===== src/mdv_pkg.sv =====
package mdv_pkg;

   // -----------------------------------------------------------------
   // Register map, byte addresses on the bus.
   // -----------------------------------------------------------------
   localparam logic [7:0] DATA0_OFF  = 8'h00;
   localparam logic [7:0] DATA5_OFF  = 8'h14;
   localparam logic [7:0] STATUS_OFF = 8'h18;
   localparam int         NUM_DATA   = 6;

   // -----------------------------------------------------------------
   // Status fields and reset values.
   // -----------------------------------------------------------------
   localparam int         ERR_BIT    = 7;
   localparam int         OVF_BIT    = 6;
   localparam logic [7:0] DATA_RST   = 8'h00;
   localparam logic       FLAG_RST   = 1'h0;

   // -----------------------------------------------------------------
   // Calculation times in system clock periods.
   // -----------------------------------------------------------------
   localparam int         CNT_W      = 5;
   localparam logic [4:0] LAT_DIV32  = 5'h11;
   localparam logic [4:0] LAT_DIV16  = 5'h09;
   localparam logic [4:0] LAT_MUL    = 5'h0B;

   // -----------------------------------------------------------------
   // Result bytes written back per operation.
   // -----------------------------------------------------------------
   localparam logic [5:0] MASK_DIV32 = 6'h3F;
   localparam logic [5:0] MASK_DIV16 = 6'h33;
   localparam logic [5:0] MASK_MUL   = 6'h0F;

   typedef enum logic [1:0] {OP_DIV32, OP_DIV16, OP_MUL} mdv_op_t;

   typedef enum logic [3:0] {
      SEQ_IDLE, SEQ_0, SEQ_01, SEQ_012, SEQ_0123, SEQ_01234, SEQ_014, SEQ_04, SEQ_041
   } mdv_seq_t;

   typedef struct packed {
      logic [31:0] quo;
      logic [15:0] rem;
   } mdv_div_res_t;

   typedef struct packed {
      logic [31:0] prod;
      logic        ovf;
   } mdv_mul_res_t;

endpackage : mdv_pkg


===== src/mdv_mul.sv =====
`timescale 1ns/1ps
`default_nettype none

module mdv_mul
(
   // Operands
   input  wire logic [15:0]          mcand_i,
   input  wire logic [15:0]          mplier_i,
   // Result
   output var mdv_pkg::mdv_mul_res_t res_o
);

   logic [31:0] prod_w;

   // Both operands are unsigned.
   assign prod_w     = mcand_i * mplier_i;
   assign res_o.prod = prod_w;
   assign res_o.ovf  = |prod_w[31:16];

endmodule : mdv_mul

`default_nettype wire


===== src/mdv_div.sv =====
`timescale 1ns/1ps
`default_nettype none

module mdv_div #(
   parameter int BPS = 2
)
(
   // Clock and reset
   input  wire logic                 clk_i,
   input  wire logic                 rst_i,
   input  wire logic                 ce_i,
   // Start
   input  wire logic                 start_i,
   input  wire logic                 wide_i,
   input  wire logic [31:0]          dividend_i,
   input  wire logic [15:0]          divisor_i,
   // Result
   output var mdv_pkg::mdv_div_res_t res_o
);

   localparam logic [5:0] STEPS_W = 6'(32 / BPS);
   localparam logic [5:0] STEPS_N = 6'(16 / BPS);

   logic [31:0] q_q;
   logic [31:0] q_d;
   logic [15:0] r_q;
   logic [15:0] r_d;
   logic [15:0] d_q;
   logic [5:0]  steps_q;

   // Restoring division, BPS quotient bits per clock.
   always_comb
   begin
      logic [16:0] t;
      t   = '0;
      q_d = q_q;
      r_d = r_q;
      for (int i = 0; i < BPS; i++)
      begin
         t   = {r_d, q_d[31]};
         q_d = {q_d[30:0], 1'b0};
         if (t >= {1'b0, d_q})
         begin
            t      = t - {1'b0, d_q};
            q_d[0] = 1'b1;
         end
         r_d = t[15:0];
      end
   end

   always_ff @(posedge clk_i)
   begin
      if (rst_i)
      begin
         q_q     <= '0;
         r_q     <= '0;
         d_q     <= '0;
         steps_q <= '0;
      end
      else if (ce_i)
      begin
         if (start_i)
         begin
            q_q     <= wide_i ? dividend_i : {dividend_i[15:0], 16'h0000};
            r_q     <= '0;
            d_q     <= divisor_i;
            steps_q <= wide_i ? STEPS_W : STEPS_N;
         end
         else if (steps_q != 6'h00)
         begin
            q_q     <= q_d;
            r_q     <= r_d;
            steps_q <= steps_q - 6'h01;
         end
      end
   end

   assign res_o.quo = q_q;
   assign res_o.rem = r_q;

endmodule : mdv_div

`default_nettype wire


===== src/mdv_top.sv =====
//
// Contract
// - Writes to data registers 0 to 5 in order select 32 by 16 division.
// - Writes to registers 0, 1, 4, 5 in order select 16 by 16 division.
// - Writes to registers 0, 4, 1, 5 in order select 16 by 16 multiplication.
// - A calculation starts only on a register 5 write closing a valid order.
// - Non-writes between operand writes leave the order tracking untouched.
// - Calculation takes 17, 9 or 11 clocks for the three operations.
// - Any data register access during a calculation sets the access error flag.
// - Reading status after the calculation clears a set access error flag.
// - Overflow flags a product above FFFF or a zero divisor.
// - Each finished calculation rewrites overflow with its own outcome only.
// - Status bits 5 to 0 always read zero.
// - After 32 by 16 division, quotient sits in bytes 0 to 3, remainder 4, 5.
// - After 16 by 16 division, quotient sits in bytes 0, 1, remainder 4, 5.
// - After multiplication, the product sits in bytes 0 to 3, low byte first.
// - Reads, status writes and writes during a calculation between result reads do not disturb results; data writes while idle overwrite them.
// - The multiplier treats both operands as unsigned.
//
`timescale 1ns/1ps
`default_nettype none

module mdv_top
(
   // Clock, reset and clock enable
   input  wire logic        clk_i,
   input  wire logic        rst_i,
   input  wire logic        ce_i,
   // APB slave
   input  wire logic        psel_i,
   input  wire logic        penable_i,
   input  wire logic        pwrite_i,
   input  wire logic [7:0]  paddr_i,
   input  wire logic [31:0] pwdata_i,
   output logic      [31:0] prdata_o,
   output logic             pready_o,
   output logic             pslverr_o,
   // Status
   output logic             calc_busy_o
);

   // ---------------------------------------------------------------
   // Declarations
   // ---------------------------------------------------------------
   logic [7:0]              regs_q [mdv_pkg::NUM_DATA];
   mdv_pkg::mdv_seq_t       seq_q;
   mdv_pkg::mdv_seq_t       seq_d;
   mdv_pkg::mdv_op_t        op_q;
   mdv_pkg::mdv_op_t        op_d;
   logic                    start_d;
   logic                    busy_q;
   logic [mdv_pkg::CNT_W-1:0] cnt_q;
   logic                    err_q;
   logic                    ovf_q;
   mdv_pkg::mdv_div_res_t   div_res;
   mdv_pkg::mdv_mul_res_t   mul_res;

   // ---------------------------------------------------------------
   // Bus decode
   // ---------------------------------------------------------------
   wire        setup_w    = psel_i & ~penable_i;
   wire        access_w   = psel_i & penable_i & pready_o;
   wire        data_hit_w = (paddr_i >= mdv_pkg::DATA0_OFF) & (paddr_i <= mdv_pkg::DATA5_OFF)
                            & (paddr_i[1:0] == 2'h0);
   wire        stat_hit_w = (paddr_i == mdv_pkg::STATUS_OFF);
   wire [7:0]  rel_w      = paddr_i - mdv_pkg::DATA0_OFF;
   wire [2:0]  idx_w      = rel_w[4:2];
   wire        dwr_w      = access_w & pwrite_i & data_hit_w;
   wire        drd_w      = access_w & ~pwrite_i & data_hit_w;
   wire        srd_w      = access_w & ~pwrite_i & stat_hit_w;
   wire        store_w    = dwr_w & ~busy_q;
   wire [7:0]  status_w   = {err_q, ovf_q, 6'h00};
   wire [7:0]  rbyte_w    = stat_hit_w ? status_w
                          : data_hit_w ? regs_q[idx_w] : 8'h00;
   wire        unmapped_w = ~data_hit_w & ~stat_hit_w;

   // ---------------------------------------------------------------
   // Operands and results
   // ---------------------------------------------------------------
   wire [15:0] mcand_w    = {regs_q[1], regs_q[0]};
   wire [15:0] mplier_w   = {regs_q[5], regs_q[4]};
   wire [31:0] dvd_w      = {regs_q[3], regs_q[2], regs_q[1], regs_q[0]};
   wire [15:0] dvs_w      = {pwdata_i[7:0], regs_q[4]};
   wire        done_w     = busy_q & (cnt_q == 5'h01);
   wire        is_mul_w   = (op_q == mdv_pkg::OP_MUL);
   wire        ovf_w      = is_mul_w ? mul_res.ovf : (mplier_w == 16'h0000);
   wire [47:0] res_w      = is_mul_w ? {16'h0000, mul_res.prod}
                                     : {div_res.rem, div_res.quo};
   wire [5:0]  mask_w     = (op_q == mdv_pkg::OP_DIV32) ? mdv_pkg::MASK_DIV32
                          : (op_q == mdv_pkg::OP_DIV16) ? mdv_pkg::MASK_DIV16
                          : mdv_pkg::MASK_MUL;
   wire [4:0]  lat_w      = (op_d == mdv_pkg::OP_DIV32) ? mdv_pkg::LAT_DIV32
                          : (op_d == mdv_pkg::OP_DIV16) ? mdv_pkg::LAT_DIV16
                          : mdv_pkg::LAT_MUL;
   wire        err_set_w  = (dwr_w | drd_w) & busy_q;
   wire        err_clr_w  = srd_w & ~busy_q & err_q;

   // ---------------------------------------------------------------
   // Arithmetic units
   // ---------------------------------------------------------------
   mdv_mul u_mul
   (
      .mcand_i    (mcand_w),
      .mplier_i   (mplier_w),
      .res_o      (mul_res)
   );

   mdv_div #(
      .BPS        (2)
   ) u_div
   (
      .clk_i      (clk_i),
      .rst_i      (rst_i),
      .ce_i       (ce_i),
      .start_i    (start_d),
      .wide_i     (op_d == mdv_pkg::OP_DIV32),
      .dividend_i (dvd_w),
      .divisor_i  (dvs_w),
      .res_o      (div_res)
   );

   // ---------------------------------------------------------------
   // Write order tracking
   // ---------------------------------------------------------------
   always_comb
   begin
      seq_d   = seq_q;
      op_d    = mdv_pkg::OP_MUL;
      start_d = 1'b0;
      if (store_w)
      begin
         seq_d = (idx_w == 3'h0) ? mdv_pkg::SEQ_0 : mdv_pkg::SEQ_IDLE;
         case (seq_q)
            mdv_pkg::SEQ_0:
            begin
               if (idx_w == 3'h1)
                  seq_d = mdv_pkg::SEQ_01;
               else if (idx_w == 3'h4)
                  seq_d = mdv_pkg::SEQ_04;
            end
            mdv_pkg::SEQ_01:
            begin
               if (idx_w == 3'h2)
                  seq_d = mdv_pkg::SEQ_012;
               else if (idx_w == 3'h4)
                  seq_d = mdv_pkg::SEQ_014;
            end
            mdv_pkg::SEQ_012:
            begin
               if (idx_w == 3'h3)
                  seq_d = mdv_pkg::SEQ_0123;
            end
            mdv_pkg::SEQ_0123:
            begin
               if (idx_w == 3'h4)
                  seq_d = mdv_pkg::SEQ_01234;
            end
            mdv_pkg::SEQ_01234:
            begin
               if (idx_w == 3'h5)
               begin
                  start_d = 1'b1;
                  op_d    = mdv_pkg::OP_DIV32;
               end
            end
            mdv_pkg::SEQ_014:
            begin
               if (idx_w == 3'h5)
               begin
                  start_d = 1'b1;
                  op_d    = mdv_pkg::OP_DIV16;
               end
            end
            mdv_pkg::SEQ_04:
            begin
               if (idx_w == 3'h1)
                  seq_d = mdv_pkg::SEQ_041;
            end
            mdv_pkg::SEQ_041:
            begin
               if (idx_w == 3'h5)
               begin
                  start_d = 1'b1;
                  op_d    = mdv_pkg::OP_MUL;
               end
            end
            default:
            begin
            end
         endcase
      end
   end

   // ---------------------------------------------------------------
   // Bus answer, no wait states
   // ---------------------------------------------------------------
   always_ff @(posedge clk_i)
   begin
      if (rst_i)
      begin
         pready_o  <= 1'b0;
         pslverr_o <= 1'b0;
         prdata_o  <= '0;
      end
      else if (ce_i)
      begin
         pready_o  <= setup_w;
         pslverr_o <= setup_w & unmapped_w;
         if (setup_w)
            prdata_o <= {24'h000000, rbyte_w};
      end
   end

   // ---------------------------------------------------------------
   // Calculation control
   // ---------------------------------------------------------------
   always_ff @(posedge clk_i)
   begin
      if (rst_i)
      begin
         seq_q       <= mdv_pkg::SEQ_IDLE;
         op_q        <= mdv_pkg::OP_MUL;
         busy_q      <= 1'b0;
         calc_busy_o <= 1'b0;
         cnt_q       <= '0;
      end
      else if (ce_i)
      begin
         seq_q <= seq_d;
         if (start_d)
         begin
            op_q        <= op_d;
            busy_q      <= 1'b1;
            calc_busy_o <= 1'b1;
            cnt_q       <= lat_w;
         end
         else if (busy_q)
         begin
            cnt_q <= cnt_q - 5'h01;
            if (done_w)
            begin
               busy_q      <= 1'b0;
               calc_busy_o <= 1'b0;
            end
         end
      end
   end

   // ---------------------------------------------------------------
   // Status flags
   // ---------------------------------------------------------------
   always_ff @(posedge clk_i)
   begin
      if (rst_i)
      begin
         err_q <= mdv_pkg::FLAG_RST;
         ovf_q <= mdv_pkg::FLAG_RST;
      end
      else if (ce_i)
      begin
         if (err_set_w)
            err_q <= 1'b1;
         else if (err_clr_w)
            err_q <= 1'b0;
         if (done_w)
            ovf_q <= ovf_w;
      end
   end

   // ---------------------------------------------------------------
   // Operand and result bytes
   // ---------------------------------------------------------------
   always_ff @(posedge clk_i)
   begin
      if (rst_i)
      begin
         for (int i = 0; i < mdv_pkg::NUM_DATA; i++)
            regs_q[i] <= mdv_pkg::DATA_RST;
      end
      else if (ce_i)
      begin
         for (int i = 0; i < mdv_pkg::NUM_DATA; i++)
         begin
            if (done_w && mask_w[i])
               regs_q[i] <= res_w[8*i +: 8];
            else if (store_w && (idx_w == 3'(i)))
               regs_q[i] <= pwdata_i[7:0];
         end
      end
   end
endmodule : mdv_top

`default_nettype wire


===== config.mk =====
export PLATFORM = sky130hd
export DESIGN_NAME = mdv_top
export DESIGN_NICKNAME = d
export VERILOG_FILES = /design/src/mdv_pkg.sv /design/src/mdv_mul.sv /design/src/mdv_div.sv /design/src/mdv_top.sv
export SDC_FILE = /design/constraint.sdc
export NUM_CORES = 1
export LEC_CHECK = 0
export ABC_AREA = 1
export CORE_MARGIN = 2
export CORE_UTILIZATION = 30
export CTS_BUF_LIST = sky130_fd_sc_hd__clkbuf_4
export DETAILED_ROUTE_END_ITERATION = 10
export DONT_BUFFER_PORTS = 1
export PLACE_DENSITY = 0.43
export SLEW_MARGIN = 20
export SYNTH_ARGS = -nofsm -noshare
export SYNTH_HDL_FRONTEND = slang
export SYNTH_HIERARCHICAL = 1
export SYNTH_SLANG_ARGS = --single-unit

===== constraint.sdc =====
create_clock -name clk_i -period 7.55 [get_ports clk_i]
set_clock_uncertainty 0.05 [all_clocks]
set_input_delay 0 -clock clk_i [delete_from_list [all_inputs] [get_ports clk_i]]
set_output_delay 0 -clock clk_i [all_outputs]
set_load 0.005 [all_outputs]

* Yosys cells after proc, flatten, opt, wreduce, memory -nomap -nowiden
Memories as Yosys holds them, arrays and structs flattened.
Index checks and enable logic that the tools add are counted.
** Storage, ports and cells
- Register bits after elaboration :: 95
- Memory bits (writable) :: 48
- Output and inout port bits :: 35
- Logic and storage cells :: 223
- Memories :: 1
** Memories
- regs_q :: depth 6, width 8, read ports 7, clocked after memory_dff 0, write ports 6, RTL line mdv_top.sv:45 : logic [7:0] regs_q [mdv_pkg::NUM_DATA];
** Cells by class
- Add/subtract/negate cells :: 4
- Multiply operators :: 1
- Magnitude comparators :: 4
- Equality and inequality tests :: 18
- Muxes and demuxes :: 114
- Bitwise operators :: 35
- Reduce and logical (&&, ||, !) cells :: 32
** Operator list (count)
- $mux W8 :: 14
- $mux W32 :: 3
- $mux W1 :: 71
- $mux W16 :: 4
- $mux W48 :: 1
- $ge A17 B16 Y1 :: 2
- $mul A16 B16 Y32 :: 1
- $sub A16 B16 Y16 :: 2
- $mux W6 :: 4
- $mux W5 :: 4
- $pmux W4 S5 :: 1
- $mux W3 :: 6
- $and A1 B1 Y1 :: 17
- $eq A4 B3 Y1 const B :: 4
- $logic_not A16 Y1 :: 1
- $reduce_or A16 Y1 :: 1
- $reduce_and A2 Y1 :: 7
- $or A1 B1 Y1 :: 13
- $logic_and A1 B1 Y1 :: 12
- $eq A4 B2 Y1 const B :: 2
- $eq A8 B5 Y1 const B :: 1
- $ge A8 B1 Y1 const B :: 1
- $le A8 B5 Y1 const B :: 1
- $mux W2 :: 4
- other kinds (19) :: 31

* Longest topological paths before layout
Gate-level depths: netlist of run 1.
- Word-level depth :: 12
- Mapped depth :: 34
- Mapped depth without buffers :: 32

* Cells and area by module
Netlist of run 1, hierarchy kept.
** By module, submodules not included
- mdv_mul :: instances 1, cells an instance 1384, area each 9520.4 um^2, sequential area each 0.0 um^2
- mdv_div :: instances 1, cells an instance 823, area each 5291.3 um^2, sequential area each 1401.3 um^2
- mdv_top :: instances 1, cells an instance 563, area each 4466.8 um^2, sequential area each 1941.9 um^2

* Worst setup path after synthesis of run 1
OpenSTA, ideal clock, no wires.
- Path kind :: register -> register
- Start :: memory regs_q[0][7]
- End :: memory regs_q[3][3], data pin
- Setup time :: 0.264 ns
- Data arrival time :: 5.544 ns
- Required time :: 7.236 ns
- Slack :: 1.692 ns
- Cell stages (with the launch flop) :: 28
- Buffers on the path :: 2
- Path through :: edfxtp_1 > clkbuf_1 > clkbuf_1 > nand2_1 > fa_1 > inv_1 > fa_1 > inv_1 > fa_1 > inv_1 > fa_1 > fa_1 > inv_1 > fa_1 > inv_1 > ha_1 > nand2_1 > inv_1 > nand2_1 > nand2_1 > a21oi_1 > nand2_1 > nand2_1 > nand3b_1 > nand2_1 > inv_1 > o21ai_0 > o22ai_1
** RTL lines (RTL line)
- start, declared :: mdv_top.sv:45

==> results of run 1 <==
-- power groups by stage --
stage / Clock [mW] / Sequential [mW] / Combinational (mW)
detailed placement: 0 / 0.932 / 3.89
global route: 0.600 / 0.921 / 4.45
global placement: 0 / 0.932 / 3.89
floorplan: 0 / 0.883 / 3.02
finish: 0.555 / 0.914 / 3.95
CTS: 0.564 / 0.914 / 3.95
-- area by class of cell --
cell class / count / area share
clock inverters: 8 / 0.00566
flip-flops and latches: 143 / 0.161
clock buffers: 24 / 0.00867
well taps: 846 / 0.0509
multi-input cells: 1912 / 0.630
repair buffers: 80 / 0.0343
diodes: 1 / 0.000120
inverters: 602 / 0.109
-- logic make-up (layout without fill, tap and decap cells) --
family	Yosys count	after routing	synth area share
AO/OA/AOI/OAI	278	278	0.0797
XOR/XNOR	35	35	0.0159
adder cells (fa/ha/maj)	335	335	0.294
buffers and inverters	738	714	0.152
flip-flops	143	143	0.173
multiplexers	19	19	0.00986
other	1	25	0.000195
AND/OR/NAND/NOR	1221	1221	0.276
-- worst min-delay path by stage --
stage | slack (ns) | startpoint | end | cells past startpoint
after floorplan | 0.02 | rst_i | cnt_q[2] | 1
after global placement | 0.03 | rst_i | u_div/r_q[0] | 1
after detailed placement | 0.03 | rst_i | u_div/r_q[0] | 1
after CTS | 0.01 | paddr_i[2] | prdata_o[6] | 5
after global routing | 0.07 | paddr_i[2] | prdata_o[6] | 5
final | 0.08 | paddr_i[2] | prdata_o[6] | 5
-- sequential cells by signal, indices dropped and copies added, names as in the netlist, 4 cells and up --
name	flops
regs_q	48
u_div/q_q	32
u_div/d_q	16
u_div/r_q	16
prdata_o	8
u_div/steps_q	6
cnt_q	5
seq_q	4
-- timing repair --
item | in CTS | in global routing
hold endpoints to repair | 132 | 0
hold buffers | 38 | 0
buffers inserted | 0 | 0
-- layer usage --
metal / GRT usage / vias up / wire length (um)
met5: 0 / - / 0
met3: 0.0237 / 66 / 2890
li1: - / 8374 / -
met2: 0.328 / 458 / 30400
met1: 0.281 / 8371 / 31200
met4: 0.0432 / 0 / 1250
-- per-stage QoR --
stage	area, um^2	cells
finish	20800	3616
global route	20800	3616
CTS	20800	3615
detailed placement	20100	3545
global placement	20100	3545
floorplan	19400	2793
-- cells in the final DEF, fill, tap and decap left out, types with 8 or more instances in the layout --
cell type / n
nand3_1: 124
buf_4: 42
ha_1: 139
nand2_1: 826
a21oi_1: 99
nor2_1: 105
nor2_2: 14
clkbuf_4: 24
nor3_1: 11
mux2i_1: 19
xor2_1: 28
edfxtp_1: 48
dlygate4sd3_1: 37
nand4_1: 28
or2_2: 37
fa_1: 196
inv_1: 581
nand2_2: 30
o22ai_1: 32
and2_1: 8
o21ai_0: 97
dfxtp_1: 95
nand3b_1: 8
a31oi_1: 19
conb_1: 24
inv_2: 18
-- worst max-delay path: stages (launching register included) --
cell	delay, ns
edfxtp_1	0.94
nand2_1	0.17
fa_1	0.54
inv_1	0.06
fa_1	0.50
inv_1	0.06
fa_1	0.53
inv_1	0.05
fa_1	0.48
fa_1	0.50
inv_1	0.06
fa_1	0.53
inv_1	0.04
ha_1	0.36
nand2_1	0.21
inv_1	0.06
nand2_1	0.06
nand2_1	0.07
a21oi_1	0.20
nand2_1	0.14
nand2_1	0.10
nand3b_1	0.08
nand2_1	0.12
nand3_1	0.10
nor2_1	0.11
nand2_1	0.15
a21oi_1	0.17
a21oi_1	0.08
==> results.json, run 1 <==
{
  "outcome": "finished clean",
  "hold_viol": 0,
  "fin_crit_sh": 0.874,
  "critical_path.max_fanout": 15,
  "fin_nets": 3137,
  "worstHoldPathType": "input pin to flop",
  "endpoint": "ovf_q",
  "p_comb_frac": 0.729,
  "clkLatencyLatePin_ns": 0.62,
  "crit_type": "flop to flop",
  "cts_buffers": 17,
  "boundaryPins": 81,
  "die_w_um": 258,
  "peakVddDrop_mv": 0.441,
  "worstMarginPinSlew_ns": 1.15,
  "drcViolationCount": 0,
  "grt_pass1_wl_mm": 102,
  "wl_per_cell_um": 18.2,
  "cts-root-buf": "clkbuf_4",
  "ys_seq_area_frac": 0.173,
  "clockPowerShare": 0.102,
  "synth_area_leaders": "fa_1 20%, nand2_1 16%, inv_1 11%",
  "crit_start": "regs_q[0][6]",
  "avgSynthCellArea_um2": 6.96,
  "gp_congestion": 0.931,
  "routed_wl_mm": 65.8,
  "dieArea_mm2": 0.0663,
  "switchingPower_mw": 3.05,
  "timing.final.ws_setup_ns": 0.955,
  "critPathCaptureType": "flop",
  "reg2reg_slack_ns": 0.95,
  "drt_iter0_markers": 1324,
  "dpl.hpwl_mm": 51.9,
  "synth_cells": 2770,
  "rows": 92,
  "synth_ff_type": "dfxtp_1",
  "drt_first_pass_iters": 7,
  "finalSetupTns_ns": 0,
  "synth.ff_latch_count": 143,
  "p_int_mw": 2.38,
  "worstPathRequired_ns": 8.00,
  "rsz0062_at_grt": "false",
  "setup_violations": 0,
  "synth.distinct_cells": 53,
  "overflow": 0,
  "vias_per_cell": 4.78,
  "total_power_mw": 5.42,
  "die_h_um": 258,
  "slew_headroom": 0.228,
  "holdWs_ns": 0.0778,
  "leakage_nw": 11.0,
  "power_density_mw_per_mm2": 261,
  "fmax_ghz": 0.152,
  "maxSlewViolCount": 0,
  "critical_path_arrival_ns": 7.05,
  "fin_util": 0.328,
  "grt_antenna_before_repair": 2,
  "regArea_mm2": 0.00334,
  "finalCriticalPeriod_ns": 6.60,
  "cts_tree": "yes",
  "synthArstFlopShare": 0,
  "area_delta_synth_final_pct": 7.78,
  "grt_use_total": 0.200,
  "portBuffers": 0,
  "swShare": 0.562,
  "regToRegStartpoint": "regs_q[0][6]",
  "grt_max_degree": 54,
  "drive_above_1_share": 0.0726,
  "drv_cap": 0,
  "initial_core_util": 0.305,
  "grt_pass1_vias": 17173,
  "clkSlewWorstSetupHoldPaths_ns": 0.13,
  "cts_htree_levels": 4,
  "reg2reg_depth": 27,
  "core_mm2": 0.0633,
  "synth_area_leader_cell": "fa_1",
  "synth_top_cell_area_share": 0.204,
  "nFillCells": 7004,
  "post_cts_resized": 0,
  "synth-edff-count": 48,
  "seqPwrFrac": 0.169,
  "yosys_warnings": 6,
  "cts_buffer_depth": 2,
  "multi_input_area_mm2": 0.0131,
  "num_vias": 17269,
  "reg2reg_to": "ovf_q",
  "synth_common_cells": "827 x nand2_1, 581 x inv_1, 196 x fa_1, 139 x ha_1, 124 x nand3_1",
  "clock_sinks": 143,
  "post-place-ws_ns": 0.972,
  "worst_setup_path_start_kind": "flop",
  "synth.most_common_cell": "nand2_1",
  "postRouteAntennaNets": 0,
  "syn-cell-area_mm2": 0.0193
}
(Power assumes the default switching activity.)
==> run 2: changes to the inputs <==
CELL_PAD_IN_SITES_DETAIL_PLACEMENT = 1   (was not set)
CELL_PAD_IN_SITES_GLOBAL_PLACEMENT = 1   (was not set)
PLACE_DENSITY = 0.57   (was 0.43)
clock period = 5.45 ns   (was 7.55 ns; I/O delays follow)
==> run 2 against run 1 <==
  * Flip-flop and latch count unchanged
  * Sequential power up 35%
  * Critical path type unchanged
  * Clock power up 43%
  * Cell count up 5.4%
  * Worst setup slack worse by 1.5 ns
  * The run now ends with negative setup slack left
  * Die area unchanged
  * Clock-buffer cell count down 6
  * Design area up 14%
==> results.json, run 2 (synthesized netlist as in run 1, its figures left out) <==
{
  "outcome": "finished, violations left",
  "violations": "negative setup slack",
  "worstPathRequired_ns": 5.91,
  "holdWs_ns": 0.0663,
  "swShare": 0.544,
  "boundaryPins": 81,
  "num_vias": 18367,
  "reg2reg_depth": 30,
  "cts_htree_levels": 4,
  "regToRegStartpoint": "regs_q[4][6]",
  "leakage_nw": 12.4,
  "critical_path.max_fanout": 7,
  "finalInstanceArea_mm2": 0.0237,
  "reg_top3": "regs_q: 48 flops, u_div/q_q: 32 flops",
  "max_stage_delay_ns": 0.50,
  "dieArea_mm2": 0.0663,
  "worstMarginPinSlew_ns": 1.06,
  "rsz0062_at_grt": "true",
  "cts_tree": "yes",
  "area_delta_synth_final_pct": 23.0,
  "min_to": "prdata_o[7]",
  "routed_wl_mm": 76.6,
  "fin_crit_sh": 1.10,
  "seqPwrFrac": 0.128,
  "min_path_cells": 5,
  "die_w_um": 258,
  "vias_per_cell": 4.82,
  "critPathCaptureType": "flop",
  "clkLatencyLatePin_ns": 0.61,
  "clkSlewWorstSetupHoldPaths_ns": 0.16,
  "p_int_mw": 4.41,
  "reg2reg_slack_ns": -0.56,
  "clock_sinks": 143,
  "slew_headroom": 0.290,
  "portBuffers": 0,
  "grt_use_total": 0.233,
  "largest-register": "regs_q",
  "drcViolationCount": 0,
  "maxSlewViolCount": 0,
  "timing.final.ws_setup_ns": -0.555,
  "wl_per_cell_um": 20.1,
  "worstHoldPathType": "input pin to flop",
  "slowest_stage": "fa_1",
  "grt_pass1_wl_mm": 118,
  "clockPowerShare": 0.082,
  "drt_iter0_markers": 915,
  "cts-root-buf": "clkbuf_4",
  "drv_cap": 0,
  "gp_congestion": 0.908,
  "crit_top_cell": "fa_1",
  "nFillCells": 7928,
  "setup_violations": 22,
  "holdCritStartpoint": "paddr_i[2]",
  "largest_register_ffs": 48,
  "fmax_ghz": 0.167,
  "die_h_um": 258,
  "switchingPower_mw": 5.26,
  "p_comb_frac": 0.790,
  "drt_first_pass_iters": 5,
  "grt_max_degree": 54,
  "cts_buffer_depth": 2,
  "final_cell_mix": "736 x nand2_1, 532 x inv_1, 184 x fa_1, 182 x buf_4, 122 x ha_1",
  "overflow": 0,
  "grt_pass1_vias": 20168,
  "initial_core_util": 0.305,
  "postRouteAntennaNets": 0,
  "finalCriticalPeriod_ns": 6.01,
  "peakVddDrop_mv": 0.524,
  "rows": 92,
  "worst_setup_path_start_kind": "flop",
  "reg2reg_to": "ovf_q",
  "power_density_mw_per_mm2": 407,
  "dpl_cell_area_mm2": 0.0216,
  "core_mm2": 0.0633,
  "drive_above_1_share": 0.206,
  "hold_viol": 0,
  "grt_antenna_before_repair": 3,
  "fin_nets": 3332,
  "cts_buffers": 17,
  "crit_type": "flop to flop",
  "final_common_cell": "nand2_1",
  "critical_path_arrival_ns": 6.47,
  "dpl.hpwl_mm": 60.4,
  "crit_start": "regs_q[4][6]"
}
## run 2: cell count changes in the layout (fill, tap and decap cells not counted), moves of 16 or more
| cell | previous run | this run |
|---|---|---|
| ha_1 | 139 | 122 |
| inv_2 | 18 | 65 |
| buf_12 | 0 | 29 |
| buf_6 | 0 | 27 |
| buf_4 | 42 | 182 |
| nand2_4 | 0 | 30 |
| nand2_1 | 826 | 736 |
| inv_1 | 581 | 532 |
| ha_4 | 0 | 16 |
| nand2_2 | 30 | 87 |
## run 2: area by class of cell
cell class                      instances  area (um^2)  share of cell area
Multi-Input combinational cell       1912        14100               0.594
Sequential cell                       143         3340               0.141
Timing Repair Buffer                  275         2660               0.112
Inverter                              602         2270              0.0956
Tap cell                              846         1060              0.0446
Clock inverter                         14          168             0.00707
Clock buffer                           18          135             0.00570
Antenna cell                            3         7.51            0.000317
## run 2: worst max path at each step
stage            end  slack [ns]  cells past startpoint
3_3_place_gp   ovf_q       -0.83                     24
4_1_cts        ovf_q       -0.55                     31
2_1_floorplan  ovf_q      -0.001                     30
3_5_place_dp   ovf_q       -0.84                     24
5_1_grt        ovf_q       -0.76                     31
6_report       ovf_q       -0.56                     30
## run 2: critical path, delay by kind of cell (launching register included)
family / cells / cell delay (ns)
adders and majority gates: 7 / 3.22
and+or+nand+nor: 12 / 1.11
buffers and inverters: 9 / 0.80
AOI/OAI and AO/OA: 2 / 0.24
DFF: 1 / 0.48
## run 2: through the flow
| step | std cells | TNS (ns) | utilization | setup WS [ns] | total power [mW] |
|---|---|---|---|---|---|
| 6_report | 3813 | -7.84 | 0.375 | -0.555 | 9.66 |
| 5_1_grt | 3812 | -12.90 | 0.375 | -0.760 | 10.5 |
| 4_1_cts | 3791 | -8.11 | 0.364 | -0.552 | 9.19 |
| 3_5_place_dp | 3687 | -12.09 | 0.342 | -0.835 | 7.69 |
| 3_3_place_gp | 3687 | -11.32 | 0.342 | -0.826 | 7.63 |
| 2_1_floorplan | 2793 | -0.00116 | - | -0.00116 | 5.67 |
## run 2: power by group through the flow
stage | combinational [mW] | clock, mW | sequential [mW]
after floorplan | 4.45 | 0 | 1.22
after global placement | 6.37 | 0 | 1.26
after detailed placement | 6.43 | 0 | 1.26
after CTS | 7.15 | 0.807 | 1.23
after global routing | 8.37 | 0.848 | 1.24
final | 7.63 | 0.793 | 1.23
## run 2: routing by layer
layer	GRT usage	share of wire
met1	0.296	0.44
met2	0.422	0.50
met3	0.0185	0.026
met4	0.0597	0.027
met5	0	0.00017
## run 2: repair_timing
item                       in CTS  in global routing
pin swaps                      80                115
hold endpoints to repair      149                  2
setup endpoints to repair      24                 25
gates resized for setup       133                149
gates cloned                    0                  1
hold buffers                   34                  1
setup buffers                  38                 19
